<file path="src/verilog/pcs_ctl_pkg.sv">
// package: register map, field positions, reset values and types for the pcs control block
package pcs_ctl_pkg;
  localparam logic [15:0] off_configuration = 16'h4200;
  localparam logic [15:0] off_link_control = 16'h4208;
  localparam logic [15:0] off_link_status = 16'h420c;
  localparam logic [15:0] off_advertisement = 16'h4218;
  localparam logic [15:0] off_partner_ability = 16'h421c;
  // configuration fields
  localparam int cfg_enable_bit = 3;
  localparam int cfg_isolate_bit = 30;
  localparam int cfg_soft_reset_bit = 31;
  // link control fields
  localparam int lc_forced_link_bit = 0;
  localparam int lc_speed_lo = 1;
  localparam int lc_duplex_bit = 3;
  localparam int lc_force_sd_bit = 4;
  localparam int lc_force_link_bit = 5;
  localparam int lc_latch_bit = 6;
  localparam int lc_force_fc_bit = 7;
  localparam int lc_negotiation_enable_bit = 16;
  localparam int lc_restart_bit = 17;
  localparam int lc_timeout_en_bit = 18;
  localparam int lc_bypass_bit = 19;
  localparam int lc_trigger_bit = 20;
  localparam int lc_fast_timer_bit = 24;
  localparam int lc_fix_en_bit = 25;
  // link status fields
  localparam int st_sync_bit = 4;
  localparam int st_complete_bit = 16;
  localparam int st_page_bit = 17;
  localparam int st_timedout_bit = 18;
  localparam int st_fault_bit = 19;
  localparam int st_error_bit = 20;
  // advertisement / partner fields
  localparam int adv_fd_bit = 5;
  localparam int adv_hd_bit = 6;
  localparam int adv_pause_lo = 7;
  localparam int adv_fault_lo = 12;
  localparam int adv_np_bit = 15;
  localparam int lp_ack_bit = 14;
  localparam int lp_sgmii_speed_lo = 10;
  localparam int lp_sgmii_duplex_bit = 12;
  localparam int lp_sgmii_link_bit = 15;
  // reset values
  localparam logic [1:0] rst_forced_speed = 2'h2;
  localparam logic [1:0] speed_1000 = 2'h2;
  // keeps serializer and sgmii partner fields, read path masks per mode
  localparam logic [15:0] page_mask = 16'hfde0;
  localparam logic [31:0] rst_configuration = 32'h0000_0008;
  localparam logic [31:0] rst_link_control = 32'h0204_000c;
  localparam logic [31:0] rst_advertisement = 32'h0000_0020;
  localparam logic [31:0] cfg_write_mask = 32'hc000_0008;
  localparam logic [31:0] lc_write_mask = 32'h031f_00ff;
  localparam logic [31:0] adv_write_mask = 32'h0000_b1a0;
  // negotiation timer, cycles at 200 MHz
  localparam int link_timer_us = 10;
  localparam int clk_mhz = 200;
  localparam int link_timer_cycles = link_timer_us * clk_mhz;
  localparam int fast_timer_cycles = 64;
  localparam int timeout_pages_cycles = 4 * link_timer_cycles;

  typedef enum logic [2:0] {an_disabled, an_restart, an_ability, an_ack, an_idle_detect, an_link_ok} an_state_type;

  typedef struct packed {
    logic [15:0] addr;
    logic [31:0] wdata;
    logic wr;
    logic rd;
  } reg_req_type;

  typedef struct packed {
    logic valid;
    logic [15:0] word;
  } page_type;
endpackage

</file>
<file path="src/verilog/pcs_reg_slice.sv">
// module: one masked software register with hardware self-clear bits
module pcs_reg_slice #(
  parameter logic [31:0] reset_value = 32'h0000_0000,
  parameter logic [31:0] write_mask = 32'hffff_ffff
) (
  input wire logic core_clk,
  input wire logic reset,
  input wire logic wr_en,
  input wire logic [31:0] wdata,
  input wire logic [31:0] hw_clear,
  output logic [31:0] value
);
  logic [31:0] value_ff;
  logic [31:0] nxt_value;

  always_comb begin
    nxt_value = value_ff & ~hw_clear;
    if (wr_en) begin
      nxt_value = (wdata & write_mask) | (value_ff & ~write_mask);
    end
  end

  always_ff @(posedge core_clk) begin
    if (reset) begin
      value_ff <= reset_value;
    end else begin
      value_ff <= nxt_value;
    end
  end

  assign value = value_ff;
endmodule

</file>
<file path="src/verilog/pcs_page_rx.sv">
// module: base page capture from the partner, needs two equal words before acceptance
module pcs_page_rx (
  input wire logic core_clk,
  input wire logic reset,
  input wire logic word_valid,
  input wire logic [15:0] word,
  output pcs_ctl_pkg::page_type page
);
  logic [15:0] last_ff;
  logic seen_ff;
  pcs_ctl_pkg::page_type page_ff;

  always_ff @(posedge core_clk) begin
    if (reset) begin
      last_ff <= 16'h0000;
      seen_ff <= 1'b0;
      page_ff <= '0;
    end else begin
      page_ff.valid <= 1'b0;
      if (word_valid) begin
        last_ff <= word;
        seen_ff <= 1'b1;
        // matching repeat filters single corrupted words
        if (seen_ff && last_ff == word) begin
          page_ff.valid <= 1'b1;
          page_ff.word <= word;
        end
      end
    end
  end

  assign page = page_ff;
endmodule

</file>
<file path="src/verilog/pcs_link_autoneg_control.sv">
// module: pcs enable, link forcing, negotiation control and status registers
module pcs_link_autoneg_control (
  input wire logic core_clk,
  input wire logic reset,
  input wire logic [15:0] reg_addr,
  input wire logic [31:0] reg_wdata,
  input wire logic reg_wr,
  input wire logic reg_rd,
  output logic [31:0] reg_rdata,
  input wire logic sgmii_mode,
  input wire logic sync_ok_in,
  input wire logic idle_ok_in,
  input wire logic rx_word_valid,
  input wire logic [15:0] rx_word,
  input wire logic pause_transmit_enable,
  input wire logic pause_receive_enable,
  output logic [15:0] tx_config_word,
  output logic tx_config_send,
  output logic pcs_tx_enable,
  output logic pcs_rx_enable,
  output logic mac_path_enable,
  output logic soft_reset_ctl,
  output logic link_ok,
  output logic [1:0] link_speed,
  output logic link_duplex,
  output logic pause_tx_active,
  output logic pause_rx_active
);
  //////////////////////////////////////////////////////////////////////////////
  pcs_ctl_pkg::reg_req_type req;
  logic [31:0] cfg;
  logic [31:0] lc;
  logic [31:0] adv;
  logic [31:0] lc_clear;
  logic sync_s1_ff, sync_s2_ff, idle_s1_ff, idle_s2_ff;
  logic sync_prev_ff;
  pcs_ctl_pkg::page_type page;
  logic [15:0] partner_ff;
  pcs_ctl_pkg::an_state_type state_ff;
  logic [31:0] timer_ff;
  logic [31:0] page_wait_ff;
  logic restart_req;
  logic an_link_ok;
  logic link_var;
  logic link_var_prev_ff;
  logic latched_low_ff;
  logic complete_ff, page_flag_ff, timedout_ff, fault_flag_ff, error_ff;
  logic [31:0] rdata_ff;
  logic [31:0] timer_limit;
  logic [1:0] an_speed;
  logic an_duplex;
  logic an_start;
  logic rd_status;
  logic wr_status;

  assign req = '{addr: reg_addr, wdata: reg_wdata, wr: reg_wr, rd: reg_rd};

  function automatic logic hit(input logic [15:0] a, input logic [15:0] o);
    hit = (a == o);
  endfunction

  assign rd_status = req.rd && hit(req.addr, pcs_ctl_pkg::off_link_status);
  assign wr_status = req.wr && hit(req.addr, pcs_ctl_pkg::off_link_status);

  //////////////////////////////////////////////////////////////////////////////
  pcs_reg_slice #(.reset_value(pcs_ctl_pkg::rst_configuration), .write_mask(pcs_ctl_pkg::cfg_write_mask)) u_cfg (
    .core_clk(core_clk),
    .reset(reset),
    .wr_en(req.wr && hit(req.addr, pcs_ctl_pkg::off_configuration)),
    .wdata(req.wdata),
    .hw_clear(32'h0000_0000),
    .value(cfg)
  );

  assign lc_clear = lc[pcs_ctl_pkg::lc_restart_bit] ? (32'h0000_0001 << pcs_ctl_pkg::lc_restart_bit) : 32'h0000_0000;

  pcs_reg_slice #(.reset_value(pcs_ctl_pkg::rst_link_control), .write_mask(pcs_ctl_pkg::lc_write_mask)) u_lc (
    .core_clk(core_clk),
    .reset(reset),
    .wr_en(req.wr && hit(req.addr, pcs_ctl_pkg::off_link_control)),
    .wdata(req.wdata),
    .hw_clear(lc_clear),
    .value(lc)
  );

  // half duplex bit excluded from write mask
  pcs_reg_slice #(.reset_value(pcs_ctl_pkg::rst_advertisement), .write_mask(pcs_ctl_pkg::adv_write_mask)) u_adv (
    .core_clk(core_clk),
    .reset(reset),
    .wr_en(req.wr && hit(req.addr, pcs_ctl_pkg::off_advertisement)),
    .wdata(req.wdata),
    .hw_clear(32'h0000_0000),
    .value(adv)
  );

  pcs_page_rx u_page (
    .core_clk(core_clk),
    .reset(reset),
    .word_valid(rx_word_valid),
    .word(rx_word),
    .page(page)
  );

  //////////////////////////////////////////////////////////////////////////////
  always_ff @(posedge core_clk) begin
    if (reset) begin
      sync_s1_ff <= 1'b0;
      sync_s2_ff <= 1'b0;
      idle_s1_ff <= 1'b0;
      idle_s2_ff <= 1'b0;
      sync_prev_ff <= 1'b0;
    end else begin
      sync_s1_ff <= sync_ok_in;
      sync_s2_ff <= sync_s1_ff;
      idle_s1_ff <= idle_ok_in;
      idle_s2_ff <= idle_s1_ff;
      sync_prev_ff <= sync_s2_ff;
    end
  end

  always_ff @(posedge core_clk) begin
    if (reset) begin
      partner_ff <= 16'h0000;
    end else if (page.valid && state_ff == pcs_ctl_pkg::an_ability) begin
      partner_ff <= page.word & pcs_ctl_pkg::page_mask;
    end
  end

  //////////////////////////////////////////////////////////////////////////////
  // fast timer shortens interval
  assign timer_limit = lc[pcs_ctl_pkg::lc_fast_timer_bit] ? pcs_ctl_pkg::fast_timer_cycles
                                                          : pcs_ctl_pkg::link_timer_cycles;
  // sync loss restarts sgmii only with trigger
  assign restart_req = lc[pcs_ctl_pkg::lc_restart_bit] ||
                       (sync_prev_ff && !sync_s2_ff && (!sgmii_mode || lc[pcs_ctl_pkg::lc_trigger_bit]));
  assign an_start = (state_ff == pcs_ctl_pkg::an_restart);

  always_ff @(posedge core_clk) begin
    if (reset || cfg[pcs_ctl_pkg::cfg_soft_reset_bit]) begin
      state_ff <= pcs_ctl_pkg::an_disabled;
      timer_ff <= 32'h0000_0000;
      page_wait_ff <= 32'h0000_0000;
    end else if (!lc[pcs_ctl_pkg::lc_negotiation_enable_bit] || !cfg[pcs_ctl_pkg::cfg_enable_bit]) begin
      state_ff <= pcs_ctl_pkg::an_disabled;
    end else if (restart_req || state_ff == pcs_ctl_pkg::an_disabled) begin
      state_ff <= pcs_ctl_pkg::an_restart;
      timer_ff <= 32'h0000_0000;
    end else begin
      timer_ff <= timer_ff + 32'h0000_0001;
      case (state_ff)
        pcs_ctl_pkg::an_restart: begin
          if (timer_ff >= timer_limit) begin
            state_ff <= pcs_ctl_pkg::an_ability;
            timer_ff <= 32'h0000_0000;
            page_wait_ff <= 32'h0000_0000;
          end
        end
        pcs_ctl_pkg::an_ability: begin
          page_wait_ff <= page_wait_ff + 32'h0000_0001;
          if (page.valid) begin
            state_ff <= pcs_ctl_pkg::an_ack;
            timer_ff <= 32'h0000_0000;
          end else if (lc[pcs_ctl_pkg::lc_timeout_en_bit] && idle_s2_ff &&
                       page_wait_ff >= pcs_ctl_pkg::timeout_pages_cycles) begin
            state_ff <= pcs_ctl_pkg::an_link_ok;
          end
        end
        pcs_ctl_pkg::an_ack: begin
          if (timer_ff >= timer_limit) begin
            state_ff <= (sgmii_mode && lc[pcs_ctl_pkg::lc_bypass_bit]) ? pcs_ctl_pkg::an_link_ok
                                                                       : pcs_ctl_pkg::an_idle_detect;
            timer_ff <= 32'h0000_0000;
          end
        end
        pcs_ctl_pkg::an_idle_detect: begin
          if (timer_ff >= timer_limit && idle_s2_ff) begin
            state_ff <= pcs_ctl_pkg::an_link_ok;
          end
        end
        pcs_ctl_pkg::an_link_ok: begin
          timer_ff <= 32'h0000_0000;
        end
        default: state_ff <= pcs_ctl_pkg::an_disabled;
      endcase
    end
  end

  //////////////////////////////////////////////////////////////////////////////
  assign an_link_ok = (state_ff == pcs_ctl_pkg::an_link_ok) && sync_s2_ff;
  // sgmii speed and duplex from phy word
  assign an_speed = sgmii_mode ? partner_ff[pcs_ctl_pkg::lp_sgmii_speed_lo +: 2]
                               : lc[pcs_ctl_pkg::lc_speed_lo +: 2];
  assign an_duplex = sgmii_mode ? partner_ff[pcs_ctl_pkg::lp_sgmii_duplex_bit] : lc[pcs_ctl_pkg::lc_duplex_bit];
  assign link_var = lc[pcs_ctl_pkg::lc_force_link_bit] ? lc[pcs_ctl_pkg::lc_forced_link_bit]
                  : (lc[pcs_ctl_pkg::lc_negotiation_enable_bit] ? an_link_ok : sync_s2_ff);

  // enable gates both directions, isolate cuts mac path
  always_ff @(posedge core_clk) begin
    if (reset) begin
      pcs_tx_enable <= 1'b0;
      pcs_rx_enable <= 1'b0;
      mac_path_enable <= 1'b0;
      soft_reset_ctl <= 1'b0;
      link_ok <= 1'b0;
      link_speed <= pcs_ctl_pkg::rst_forced_speed;
      link_duplex <= 1'b1;
      tx_config_word <= 16'h0000;
      tx_config_send <= 1'b0;
    end else begin
      pcs_tx_enable <= cfg[pcs_ctl_pkg::cfg_enable_bit];
      pcs_rx_enable <= cfg[pcs_ctl_pkg::cfg_enable_bit];
      mac_path_enable <= cfg[pcs_ctl_pkg::cfg_enable_bit] && !cfg[pcs_ctl_pkg::cfg_isolate_bit];
      soft_reset_ctl <= cfg[pcs_ctl_pkg::cfg_soft_reset_bit];
      link_ok <= link_var && cfg[pcs_ctl_pkg::cfg_enable_bit];
      if (lc[pcs_ctl_pkg::lc_force_sd_bit] || !lc[pcs_ctl_pkg::lc_negotiation_enable_bit] || !sgmii_mode) begin
        link_speed <= lc[pcs_ctl_pkg::lc_speed_lo +: 2];
        link_duplex <= lc[pcs_ctl_pkg::lc_duplex_bit];
      end else begin
        link_speed <= an_speed;
        link_duplex <= an_duplex;
      end
      tx_config_word <= adv[15:0] | ((state_ff == pcs_ctl_pkg::an_ack) ? 16'h4000 : 16'h0000);
      tx_config_send <= cfg[pcs_ctl_pkg::cfg_enable_bit] && (state_ff == pcs_ctl_pkg::an_restart ||
                        state_ff == pcs_ctl_pkg::an_ability || state_ff == pcs_ctl_pkg::an_ack);
    end
  end

  always_ff @(posedge core_clk) begin
    if (reset) begin
      pause_tx_active <= 1'b0;
      pause_rx_active <= 1'b0;
    end else if (lc[pcs_ctl_pkg::lc_force_fc_bit]) begin
      pause_tx_active <= pause_transmit_enable;
      pause_rx_active <= pause_receive_enable;
    end else begin
      pause_tx_active <= complete_ff && ((adv[7] && partner_ff[7]) || (!adv[7] && adv[8] && partner_ff[7] && partner_ff[8]));
      pause_rx_active <= complete_ff && ((adv[7] && partner_ff[7]) || (adv[7] && adv[8] && !partner_ff[7] && partner_ff[8]));
    end
  end

  //////////////////////////////////////////////////////////////////////////////
  // latch a link fall until read
  always_ff @(posedge core_clk) begin
    if (reset) begin
      link_var_prev_ff <= 1'b0;
      latched_low_ff <= 1'b0;
    end else begin
      link_var_prev_ff <= link_ok;
      if (lc[pcs_ctl_pkg::lc_latch_bit] && link_var_prev_ff && !link_ok) begin
        latched_low_ff <= 1'b1;
      end else if (rd_status || !lc[pcs_ctl_pkg::lc_latch_bit]) begin
        latched_low_ff <= 1'b0;
      end
    end
  end

  // sticky status, set wins over clear
  always_ff @(posedge core_clk) begin
    if (reset) begin
      complete_ff <= 1'b0;
      page_flag_ff <= 1'b0;
      timedout_ff <= 1'b0;
      fault_flag_ff <= 1'b0;
      error_ff <= 1'b0;
    end else begin
      if (state_ff == pcs_ctl_pkg::an_link_ok) begin
        complete_ff <= 1'b1;
      end else if (an_start || state_ff == pcs_ctl_pkg::an_disabled) begin
        complete_ff <= 1'b0;
      end
      if (page.valid && state_ff == pcs_ctl_pkg::an_ability) begin
        page_flag_ff <= 1'b1;
      end else if (rd_status) begin
        page_flag_ff <= 1'b0;
      end
      if (page.valid && state_ff == pcs_ctl_pkg::an_ability && !sgmii_mode &&
          page.word[pcs_ctl_pkg::adv_fault_lo +: 2] != 2'h0) begin
        fault_flag_ff <= 1'b1;
      end else if (rd_status) begin
        fault_flag_ff <= 1'b0;
      end
      if (an_start) begin
        timedout_ff <= 1'b0;
      end else if (state_ff == pcs_ctl_pkg::an_ability && !page.valid && lc[pcs_ctl_pkg::lc_timeout_en_bit] &&
                   idle_s2_ff && page_wait_ff >= pcs_ctl_pkg::timeout_pages_cycles) begin
        timedout_ff <= 1'b1;
      end
      if (state_ff == pcs_ctl_pkg::an_link_ok && !complete_ff &&
          (sgmii_mode ? (an_speed == pcs_ctl_pkg::speed_1000 && !an_duplex)
                      : (!adv[pcs_ctl_pkg::adv_fd_bit] || !partner_ff[pcs_ctl_pkg::adv_fd_bit]))) begin
        error_ff <= 1'b1;
      end else if (an_start) begin
        error_ff <= 1'b0;
      end else if (wr_status) begin
        error_ff <= req.wdata[pcs_ctl_pkg::st_error_bit];
      end
    end
  end

  //////////////////////////////////////////////////////////////////////////////
  // status word; partner page fields masked per mode on read
  always_ff @(posedge core_clk) begin
    if (reset) begin
      rdata_ff <= 32'h0000_0000;
    end else begin
      rdata_ff <= 32'h0000_0000;
      if (req.rd) begin
        if (hit(req.addr, pcs_ctl_pkg::off_configuration)) begin
          rdata_ff <= cfg;
        end else if (hit(req.addr, pcs_ctl_pkg::off_link_control)) begin
          rdata_ff <= lc;
        end else if (hit(req.addr, pcs_ctl_pkg::off_link_status)) begin
          rdata_ff <= {11'h000, error_ff, fault_flag_ff, timedout_ff, page_flag_ff, complete_ff, 11'h000,
                       sync_s2_ff, link_duplex, link_speed, link_ok && !latched_low_ff};
        end else if (hit(req.addr, pcs_ctl_pkg::off_advertisement)) begin
          rdata_ff <= adv;
        end else if (hit(req.addr, pcs_ctl_pkg::off_partner_ability)) begin
          rdata_ff <= {16'h0000, sgmii_mode ? (partner_ff & 16'h9c00) : (partner_ff & 16'hf1e0)};
        end
      end
    end
  end

  assign reg_rdata = rdata_ff;
endmodule

</file>
<file path="config.mk">
export PLATFORM = sky130hd
export DESIGN_NAME = pcs_link_autoneg_control
export DESIGN_NICKNAME = d
export VERILOG_FILES = /design/src/verilog/pcs_ctl_pkg.sv /design/src/verilog/pcs_reg_slice.sv /design/src/verilog/pcs_page_rx.sv /design/src/verilog/pcs_link_autoneg_control.sv
export SDC_FILE = /design/constraint.sdc
export NUM_CORES = 1
export LEC_CHECK = 0
export ABC_CLOCK_PERIOD_IN_PS = 3190
export BUFFER_PORTS_ARGS = -buffer_cell sky130_fd_sc_hd__buf_2
export CAP_MARGIN = 10
export CORE_MARGIN = 2
export CORE_UTILIZATION = 58
export CTS_BUF_LIST = sky130_fd_sc_hd__clkbuf_4
export DETAILED_ROUTE_END_ITERATION = 12
export PLACE_DENSITY = 0.8
export RECOVER_POWER = 25
export SETUP_SLACK_MARGIN = 0.2
export SLEW_MARGIN = 15
export SYNTH_ARGS = -nofsm -noshare
export SYNTH_HDL_FRONTEND = slang
export SYNTH_SLANG_ARGS = --single-unit
</file>
<file path="constraint.sdc">
create_clock -name core_clk -period 3.19 [get_ports core_clk]
set_input_delay 0.638 -clock core_clk [delete_from_list [all_inputs] [get_ports core_clk]]
set_output_delay 0.638 -clock core_clk [all_outputs]
set_load 0.1 [all_outputs]
</file>
Word level (Yosys, flattened, before mapping)
Index checks and enable logic that the tools add are counted.
{"block": "totals", "output_inout_bits": 59, "in_bits": 74, "register_bits": 277, "wordCells": 200}
{"block": "classes", "n_reduce_logical": 85, "mux": 44, "n_addsub": 2, "bitwise": 11, "magnitude_cmp": 2, "n_eq_ne": 21}
{"operator": "two-way mux 32 bit", "count": 9}
{"operator": "case mux 32 bit (3 select lines)", "count": 1}
{"operator": "equality test 16 x 15 -> 1 bit (second input constant)", "count": 5}
{"operator": "adder 32 x 1 -> 32 bit (second input constant)", "count": 2}
{"operator": "case mux 32 bit (2 select lines)", "count": 1}
{"operator": "logical AND 1 bit", "count": 38}
{"operator": "AND 32 bit", "count": 1}
{"operator": ">= comparator 32 x 11 -> 1 bit", "count": 1}
{"operator": ">= comparator 32 x 13 -> 1 bit (second input constant)", "count": 1}
{"operator": "NOT 18 -> 32 bit", "count": 1}
{"operator": "bitwise OR 16 x 32 -> 32 bit", "count": 1}
{"operator": "bitwise OR 26 x 32 -> 32 bit", "count": 1}
{"operator": "bitwise OR 32 x 30 -> 32 bit", "count": 1}
{"operator": "two-way mux 15 bit", "count": 2}
{"operator": "two-way mux 1 bit", "count": 19}
{"operator": "two-way mux 18 bit", "count": 1}
{"operator": "two-way mux 17 bit", "count": 1}
{"operator": "equality test 16 bit", "count": 1}
{"operator": "two-way mux 16 bit", "count": 1}
{"operator": "bitwise OR 16 x 15 -> 16 bit", "count": 1}
{"operator": "zero test 1 bit", "count": 15}
{"operator": "two-way mux 3 bit", "count": 5}
{"operator": "case mux 3 bit (5 select lines)", "count": 1}
{"operator": "logical OR 1 bit", "count": 14}
{"operator": "other kinds (21)", "count": 41}

Depth between registers and ports, before layout
Gate-level depths: netlist of the first run.
{"block": "logic_depth", "ltp_word": 7, "ltp_mapped": 11, "mapped_depth_nobuf": 9}

Hierarchy
Synthesis of the first run repeated with hierarchy kept, for this count alone.
{"block": "hier_totals", "hier_cells": 1434, "area_unflattened_um2": 12532.0}
{"mod": "pcs_link_autoneg_control", "cells_per_inst": 948, "seq_area_each_um2": 2942.8, "instances": 1, "area_per_inst_um2": 7592.3}
{"mod": "pcs_page_rx", "cells_per_inst": 153, "seq_area_each_um2": 680.7, "instances": 1, "area_per_inst_um2": 1450.1}
{"mod": "pcs_reg_slice (u_lc)", "cells_per_inst": 119, "seq_area_each_um2": 640.6, "instances": 1, "area_per_inst_um2": 1189.9}
{"mod": "pcs_reg_slice (u_cfg)", "cells_per_inst": 105, "seq_area_each_um2": 640.6, "instances": 1, "area_per_inst_um2": 1159.9}
{"mod": "pcs_reg_slice (u_adv)", "cells_per_inst": 109, "seq_area_each_um2": 640.6, "instances": 1, "area_per_inst_um2": 1139.8}

Worst setup path after synthesis of the first run
Ideal clock, no wire load.
{"block": "synth_path", "kind": "register -> register", "from": "register u_lc.value_ff[24], in the netlist u_lc.value[24]", "to": "register timer_ff[22]", "setup_slack_ns": 0.673, "required_time_ns": 3.063, "n_path_buf": 2, "period_less_slack_ns": 2.517, "path_stages_with_launch": 12, "setup_time_ns": 0.127, "t_arrival_ns": 2.390, "cell_sequence": "dfxtp_1 > inv_1 > ha_1 > nand4_1 > or4_1 > a211o_1 > a21oi_1 > nor3_2 > buf_2 > buf_2 > a22oi_1 > o41ai_1"}
{"block": "synth_between", "elab_chain_cells": 5}
{"item": "start: declaration", "line": "pcs_reg_slice.sv:13", "text": "logic [31:0] value_ff;"}
{"item": "start signal: assignment", "line": "pcs_reg_slice.sv:25", "text": "value_ff <= reset_value;"}
{"item": "start signal: assignment", "line": "pcs_reg_slice.sv:27", "text": "value_ff <= nxt_value;"}
{"item": "two-way mux 11 bit", "line": "pcs_link_autoneg_control.sv:131", "text": "assign timer_limit = lc[pcs_ctl_pkg::lc_fast_timer_bit] ? pcs_ctl_pkg::fast_timer_cycles"}
{"item": ">= comparator 32 x 11 -> 1 bit", "line": "pcs_link_autoneg_control.sv:152, pcs_link_autoneg_control.sv:169"}
{"item": "two-way mux 32 bit", "line": "pcs_link_autoneg_control.sv:152, pcs_link_autoneg_control.sv:169"}
{"item": "case mux 32 bit (3 select lines)", "line": "pcs_link_autoneg_control.sv:150", "text": "case (state_ff)"}
{"item": "two-way mux 32 bit", "line": "pcs_link_autoneg_control.sv:145", "text": "end else if (restart_req || state_ff == pcs_ctl_pkg::an_disabled) begin"}
{"item": "end signal: assignment", "line": "pcs_link_autoneg_control.sv:149", "text": "timer_ff <= timer_ff + 32'h0000_0001;"}
{"item": "end: declaration", "line": "pcs_link_autoneg_control.sv:40", "text": "logic [31:0] timer_ff;"}
Every way passes these cells.
A chain may end at the register's enable or synchronous reset.

Worst setup path in the final report of the first run
{"block": "layout_path", "from": "register u_lc.value_ff[24], in the netlist u_lc.value[24]", "to": "register page_wait_ff[31]"}
{"block": "layout_between", "elab_chain_cells": 4}
{"item": "two-way mux 11 bit", "line": "pcs_link_autoneg_control.sv:131"}
{"item": ">= comparator 32 x 11 -> 1 bit", "line": "pcs_link_autoneg_control.sv:152", "text": "if (timer_ff >= timer_limit) begin"}
{"item": "inequality test 2 x 1 -> 1 bit (no line)"}
{"item": "AND reduction 4 bit (no line)"}
{"item": "end signal: assignment", "line": "pcs_link_autoneg_control.sv:159", "text": "page_wait_ff <= page_wait_ff + 32'h0000_0001;"}
{"item": "end: declaration", "line": "pcs_link_autoneg_control.sv:41", "text": "logic [31:0] page_wait_ff;"}
Every way passes these cells.

==> impl_metrics.py, run 1 <==
metrics = {
    "yosys": {
        "synth.area.top_cells": "dfxtp_1, mux2i_1, nor2_1",
        "netlist-cell-type-count": 58,
        "ys_ff_latch": 182,
        "synth.most_common_cell": "dfxtp_1",
        "syn_avg_cell_area_sq_um": 8.688,
        "ys_seq_area_frac": 0.4549,
        "async_reset_ff_frac": 0,
        "synthTopCellsByCount": "dfxtp_1, nor2_1, nand2_1, mux2i_1, a21oi_1",
        "synthCells": 922,
        "synth_warnings": 0,
        "synth_area_leader_cell": "dfxtp_1",
        "synth-edff-count": 0,
        "synth_flop_cell": "dfxtp_1",
        "netlist_area_sq_um": 8010,
        "yosysTopAreaCellShare": 0.4549,
    },
    "detailed_routing": {
        "vias": 6703,
        "drt-initial-drc-count": 528,
        "totalWireLength_mm": 17.32,
        "via_per_inst": 5.600,
        "wl_per_cell_microns": 14.47,
        "drtPass1Iterations": 7,
        "drc": 0,
        "drtAntennaViolNets": 0,
    },
    "global_routing": {
        "grt_pass1_wl_mm": 29.06,
        "antenna_found_initial": 0,
        "globalRouteTotalUtil": 0.2444,
        "overflow": 0,
        "grt_max_degree": 55,
        "grt_pass1_vias": 6185,
    },
    "clock_tree": {
        "cts_root_buf": "clkbuf_4",
        "clock_path_buffers": 2,
        "cts.sinks": 182,
        "cts.htree.levels": 4,
        "clkLatencyLatePin_ns": 0.58,
        "clk_pin_slew_ns": 0.14,
        "numCtsBuffers": 17,
        "cts_tree": "yes",
    },
    "final_layout": {
        "synthToLayoutAreaGrowth_pct": 10.73,
        "antenna_cells": 0,
        "final_area_sq_um": 8870,
        "fin_util": 0.6645,
        "drive_gt1_frac": 0.1557,
        "fin_nets": 1091,
    },
    "timing": {
        "rsz0062_at_grt": "false",
        "period_share": 0.8797,
        "drv_slew": 0,
        "worst_pin_slew_ns": 1.236,
        "finClkSkew_ns": 0.01761,
        "min_period_ns": 2.806,
        "hold_violations": 0,
        "relSlewSlack": 0.1760,
        "setup_tns_ns": 0,
        "finalSetupViolations": 0,
        "max_freq_mhz": 356.3,
        "holdWs_ns": 0.2658,
    },
    "pwr": {
        "seqPwrFrac": 0.607,
        "irDropWorstVdd_mv": 0.4542,
        "swShare": 0.2677,
        "p_comb_frac": 0.071,
        "p_int_mw": 2.774,
        "power.switching_mw": 1.014,
        "clkPwrFrac": 0.322,
        "powerDensity_nw_per_um2": 427.1,
        "p_leak_nw": 3.642,
    },
    "die": {
        "start_util": 0.6001,
        "io_pins": 133,
        "dieHeight_microns": 121.5,
        "floorplan.rows": 42,
        "dieWidth_microns": 121.5,
        "coreArea_sq_um": 13350,
        "die_area_sq_um": 14770,
    },
    "critical_path": {
        "cp_cell_sequence": "inv_1 > ha_1 > nand4_1 > or4_1 > a211o_1 > a21oi_2 > buf_12 > o211ai_1 > or3_1 > a21oi_1",
        "cp.required_ns": 3.70,
        "arrival_ns": 3.32,
        "cp_top_family": "simple AND/OR/NAND/NOR gates",
        "critPathMaxStageDelay_ns": 0.42,
        "path_max_fanout": 31,
        "crit_path_end_kind": "register",
        "worst-path-buf-inv": 2,
        "crit_slowest_cell": "or4_1",
        "crit_type": "register to register",
        "critPathLaunchType": "register",
    },
    "min_path": {
        "hold_class": "input pin to register",
    },
    "placement": {
        "place_hpwl_mm": 12.11,
        "portBuffers": 104,
        "gp_congestion": 0.8479,
        "dpl-instance-area_sq_um": 8610,
    },
    "outcome": {
        "status": "complete, no violations",
    },
    "flow_run": {
        "max_cap_violations": 0,
    },
}
final timing paths:
path | from | to | slack, ns | cells after the start
worst max-delay path | u_lc.value[24] | page_wait_ff[31] | 0.38 | 10
worst min-delay path | reg_wdata[2] | u_lc.value[2] | 0.27 | 3
worst max register to register | u_lc.value[24] | page_wait_ff[31] | 0.38 | 10
worst min register to register | u_cfg.value[30] | mac_path_enable | 0.44 | 1
placed cells by master, fill, tap and decap left out, types with 4 or more instances in the layout:
cell       netlist  layout
xnor2_1          5       5
ha_1             9       9
dfxtp_1        182     181
or2_2            5       5
a22o_1           6       6
nand2_1         95      94
inv_1           21      21
nand3_1         38      38
xor2_1          38      38
or3_1            5       5
conb_1           1      17
clkbuf_4         0      19
nor4_1          15      15
buf_2           11     103
o311ai_0         8       8
a21oi_1         48      47
nand4_1         13      13
nor2_1         125     125
and4_1           5       5
a221o_1          4       4
o211ai_1        13      13
and2_1          10      10
and3_1          27      27
buf_4           18       9
nand2b_1         7       7
o2111ai_1       15      15
clkinv_4         0       4
nor2b_1         21      21
o21ai_0         20      20
a21o_1           7       7
nor3_1          18      18
mux2i_1         58      58
cell type report:
type	instances	area, sq um
fillers	1139	4478
multi-input cells	668	4019
flip-flops and latches	182	3647
repair buffers	118	639.4
well taps	176	220.2
clock buffers	19	142.6
clock inverters	13	122.6
inverters	21	78.83
per-stage QoR:
step	power (mW)	worst slack, ns	instances
floorplan	2.569	0.6730	938
global placement	2.620	0.3673	1165
detailed placement	2.623	0.2525	1165
CTS	3.814	0.2276	1197
global route	3.935	0.2140	1197
finish	3.789	0.3836	1197
tightest hold or removal path, delay by kind of cell:
kind / cells / cell delay (ns)
AND/OR/NAND/NOR: 2 / 0.10
buffers and inverters: 1 / 0.07
repair_timing:
action / 4_1_cts / 5_1_grt
resized for setup: 0 / 3
setup buffers: 0 / 0
endpoints found under the setup margin: 0 / 39
hold buffers: 0 / 0
logic make-up after synthesis:
family | count (synthesis) | share of synthesized area
DFF | 182 | 0.4549
and+or+nand+nor | 401 | 0.2412
xor gates and xnor gates | 43 | 0.04702
other | 1 | 0.0004682
adders and majority gates | 9 | 0.01406
muxes | 58 | 0.07248
AOI/OAI and AO/OA | 140 | 0.1175
buffers and inverters | 88 | 0.05248
routing by layer:
layer | vias to the layer above | wire [microns] | global-route usage
met5 | - | 0 | 0
met4 | 0 | 258 | 0.07830
met3 | 22 | 1133 | 0.07519
met2 | 175 | 8221 | 0.3887
met1 | 3147 | 7701 | 0.3192
li1 | 3359 | - | -
sequential cells by signal, indices dropped and copies added (netlist names), 2 cells and up:
name	flops
reg_rdata	24
u_lc.value	15
u_page.last_ff	16
link_speed	2
page_wait_ff	32
tx_config_word	7
u_page.page	11
state_ff	3
u_cfg.value	3
timer_ff	32
partner_ff	10
u_adv.value	6
power groups by stage:
stage / registers, mW / clock network, mW / logic, mW
2_1_floorplan: 2.37 / 0 / 0.202
3_3_place_gp: 2.35 / 0 / 0.269
3_5_place_dp: 2.35 / 0 / 0.271
4_1_cts: 2.30 / 1.24 / 0.272
5_1_grt: 2.30 / 1.34 / 0.290
6_report: 2.30 / 1.22 / 0.270
Power figures use the tool's default switching activity.
==> run 2, diff against run 1 <==
- CORE_UTILIZATION: 58 -> 35
- PLACE_DENSITY: 0.8 -> 0.52
==> impl_metrics.py, run 2 (synthesis gave the netlist of run 1 again) <==
metrics = {
    "outcome": {
        "status": "complete, no violations",
    },
    "critical_path": {
        "arrival_ns": 3.29,
        "cp.required_ns": 3.71,
        "crit_path_end_kind": "register",
        "path_max_fanout": 31,
        "reg2reg_slack_ns": 0.42,
        "crit_type": "register to register",
        "critPathLaunchType": "register",
    },
    "clock_tree": {
        "clock_path_buffers": 2,
        "postCtsSetupBuffers": 0,
        "cts_tree": "yes",
        "cts.htree.levels": 4,
        "ctsHoldBuffers": 0,
        "clk_pin_slew_ns": 0.18,
        "clkLatencyLatePin_ns": 0.59,
        "cts_root_buf": "clkbuf_4",
        "numCtsBuffers": 17,
        "cts.sinks": 182,
    },
    "timing": {
        "min_period_ns": 2.775,
        "hold_violations": 0,
        "relSlewSlack": 0.1949,
        "period_share": 0.8698,
        "rsz0062_at_grt": "false",
        "drv_slew": 0,
        "setup_tns_ns": 0,
        "worst_pin_slew_ns": 1.208,
        "finClkSkew_ns": 0.02666,
        "max_freq_mhz": 360.4,
        "finalSetupViolations": 0,
    },
    "die": {
        "dieWidth_microns": 155.3,
        "dieHeight_microns": 155.3,
        "die_area_sq_um": 24110,
        "start_util": 0.3549,
        "coreArea_sq_um": 22570,
        "io_pins": 133,
        "floorplan.rows": 55,
    },
    "pwr": {
        "clkPwrFrac": 0.339,
        "power.switching_mw": 1.167,
        "p_leak_nw": 3.728,
        "p_int_mw": 2.737,
        "seqPwrFrac": 0.590,
        "p_comb_frac": 0.072,
        "irDropWorstVdd_mv": 0.2168,
        "powerDensity_nw_per_um2": 426.0,
        "total_power_mw": 3.904,
        "swShare": 0.2989,
    },
    "final_layout": {
        "final_cell_mix": "dfxtp_1, nor2_1, buf_2, nand2_1, mux2i_1",
        "drive_gt1_frac": 0.1699,
        "final_common_cell": "dfxtp_1",
        "synthToLayoutAreaGrowth_pct": 14.42,
        "fin_nets": 1106,
    },
    "global_routing": {
        "grt_max_degree": 60,
        "grt_pass1_wl_mm": 32.31,
        "globalRouteTotalUtil": 0.1661,
        "antenna_found_initial": 4,
        "overflow": 0,
        "grt_pass1_vias": 6349,
    },
    "detailed_routing": {
        "drtPass1Iterations": 4,
        "drtAntennaViolNets": 0,
        "vias": 6588,
        "totalWireLength_mm": 19.57,
        "wl_per_cell_microns": 14.79,
        "via_per_inst": 4.980,
        "drc": 0,
        "drt-initial-drc-count": 324,
    },
    "placement": {
        "gp_congestion": 0.7509,
        "place_hpwl_mm": 13.73,
        "portBuffers": 104,
    },
    "flow_run": {
        "max_cap_violations": 0,
    },
    "min_path": {
        "hold_class": "input pin to register",
    },
}
==> run 2: repair_timing <==
item	in CTS	in global routing
gates resized for setup	1	2
gates cloned	1	0
pin swaps	1	0
endpoints found under the setup margin	7	17
==> run 2: layout make-up <==
type                       count  area, sq um
antenna                        2        5.005
clock inverter                15        186.4
clock buffer                  17        127.6
tap                          285        356.6
sequential                   182         3647
inverter                      21        78.83
fill                        2344        13410
timing repair buffer         132        728.2
multi-input combinational    669         4035
==> run 2: metrics by stage <==
| stage | instance area, sq um | util | hold WS [ns] | std cells | worst slack, ns |
|---|---|---|---|---|---|
| 3_3_place_gp | 8843 | 0.3918 | 0.4204 | 1288 | 0.1316 |
| 4_1_cts | 9171 | 0.4063 | 0.2065 | 1321 | 0.2703 |
| 6_report | 9165 | 0.4060 | 0.2434 | 1323 | 0.4153 |
| 5_1_grt | 9163 | 0.4059 | 0.2026 | 1322 | 0.2166 |
| 3_5_place_dp | 8843 | 0.3918 | 0.4245 | 1288 | 0.1131 |
| 2_1_floorplan | 8070 | - | 0.4058 | 938 | 0.6730 |
==> run 2: power by group through the flow <==
stage / combinational [mW] / sequential, mW / clock [mW]
after global placement: 0.281 / 2.35 / 0
after CTS: 0.283 / 2.30 / 1.38
after global routing: 0.302 / 2.31 / 1.47
after detailed placement: 0.282 / 2.35 / 0
final: 0.279 / 2.30 / 1.32
after floorplan: 0.202 / 2.37 / 0
==> run 2: worst max-delay path, stage by stage (launching register included) <==
cell and delay (ns):
dfxtp_4 0.42, inv_1 0.06, ha_1 0.27, nand4_1 0.08, or4_1 0.41, a211o_1 0.33, a21oi_2 0.20, buf_12 0.20
o211ai_1 0.19, or3_1 0.40, a21oi_1 0.14
==> run 2: final timing paths <==
path / startpoint / to / depth (start not counted)
hold reg to reg: u_cfg.value[30] / mac_path_enable / 1
setup / recovery: u_lc.value[24] / page_wait_ff[31] / 10
setup reg to reg: u_lc.value[24] / page_wait_ff[31] / 10
hold / removal: reg_wdata[25] / u_lc.value[25] / 3
==> run 2: routing by layer <==
layer	GRT usage	share of wire	up-vias
li1	-	-	3395
met3	0.04708	0.050	23
met5	0	0.0014	-
met2	0.2690	0.45	122
met1	0.2193	0.48	3044
met4	0.04107	0.011	4
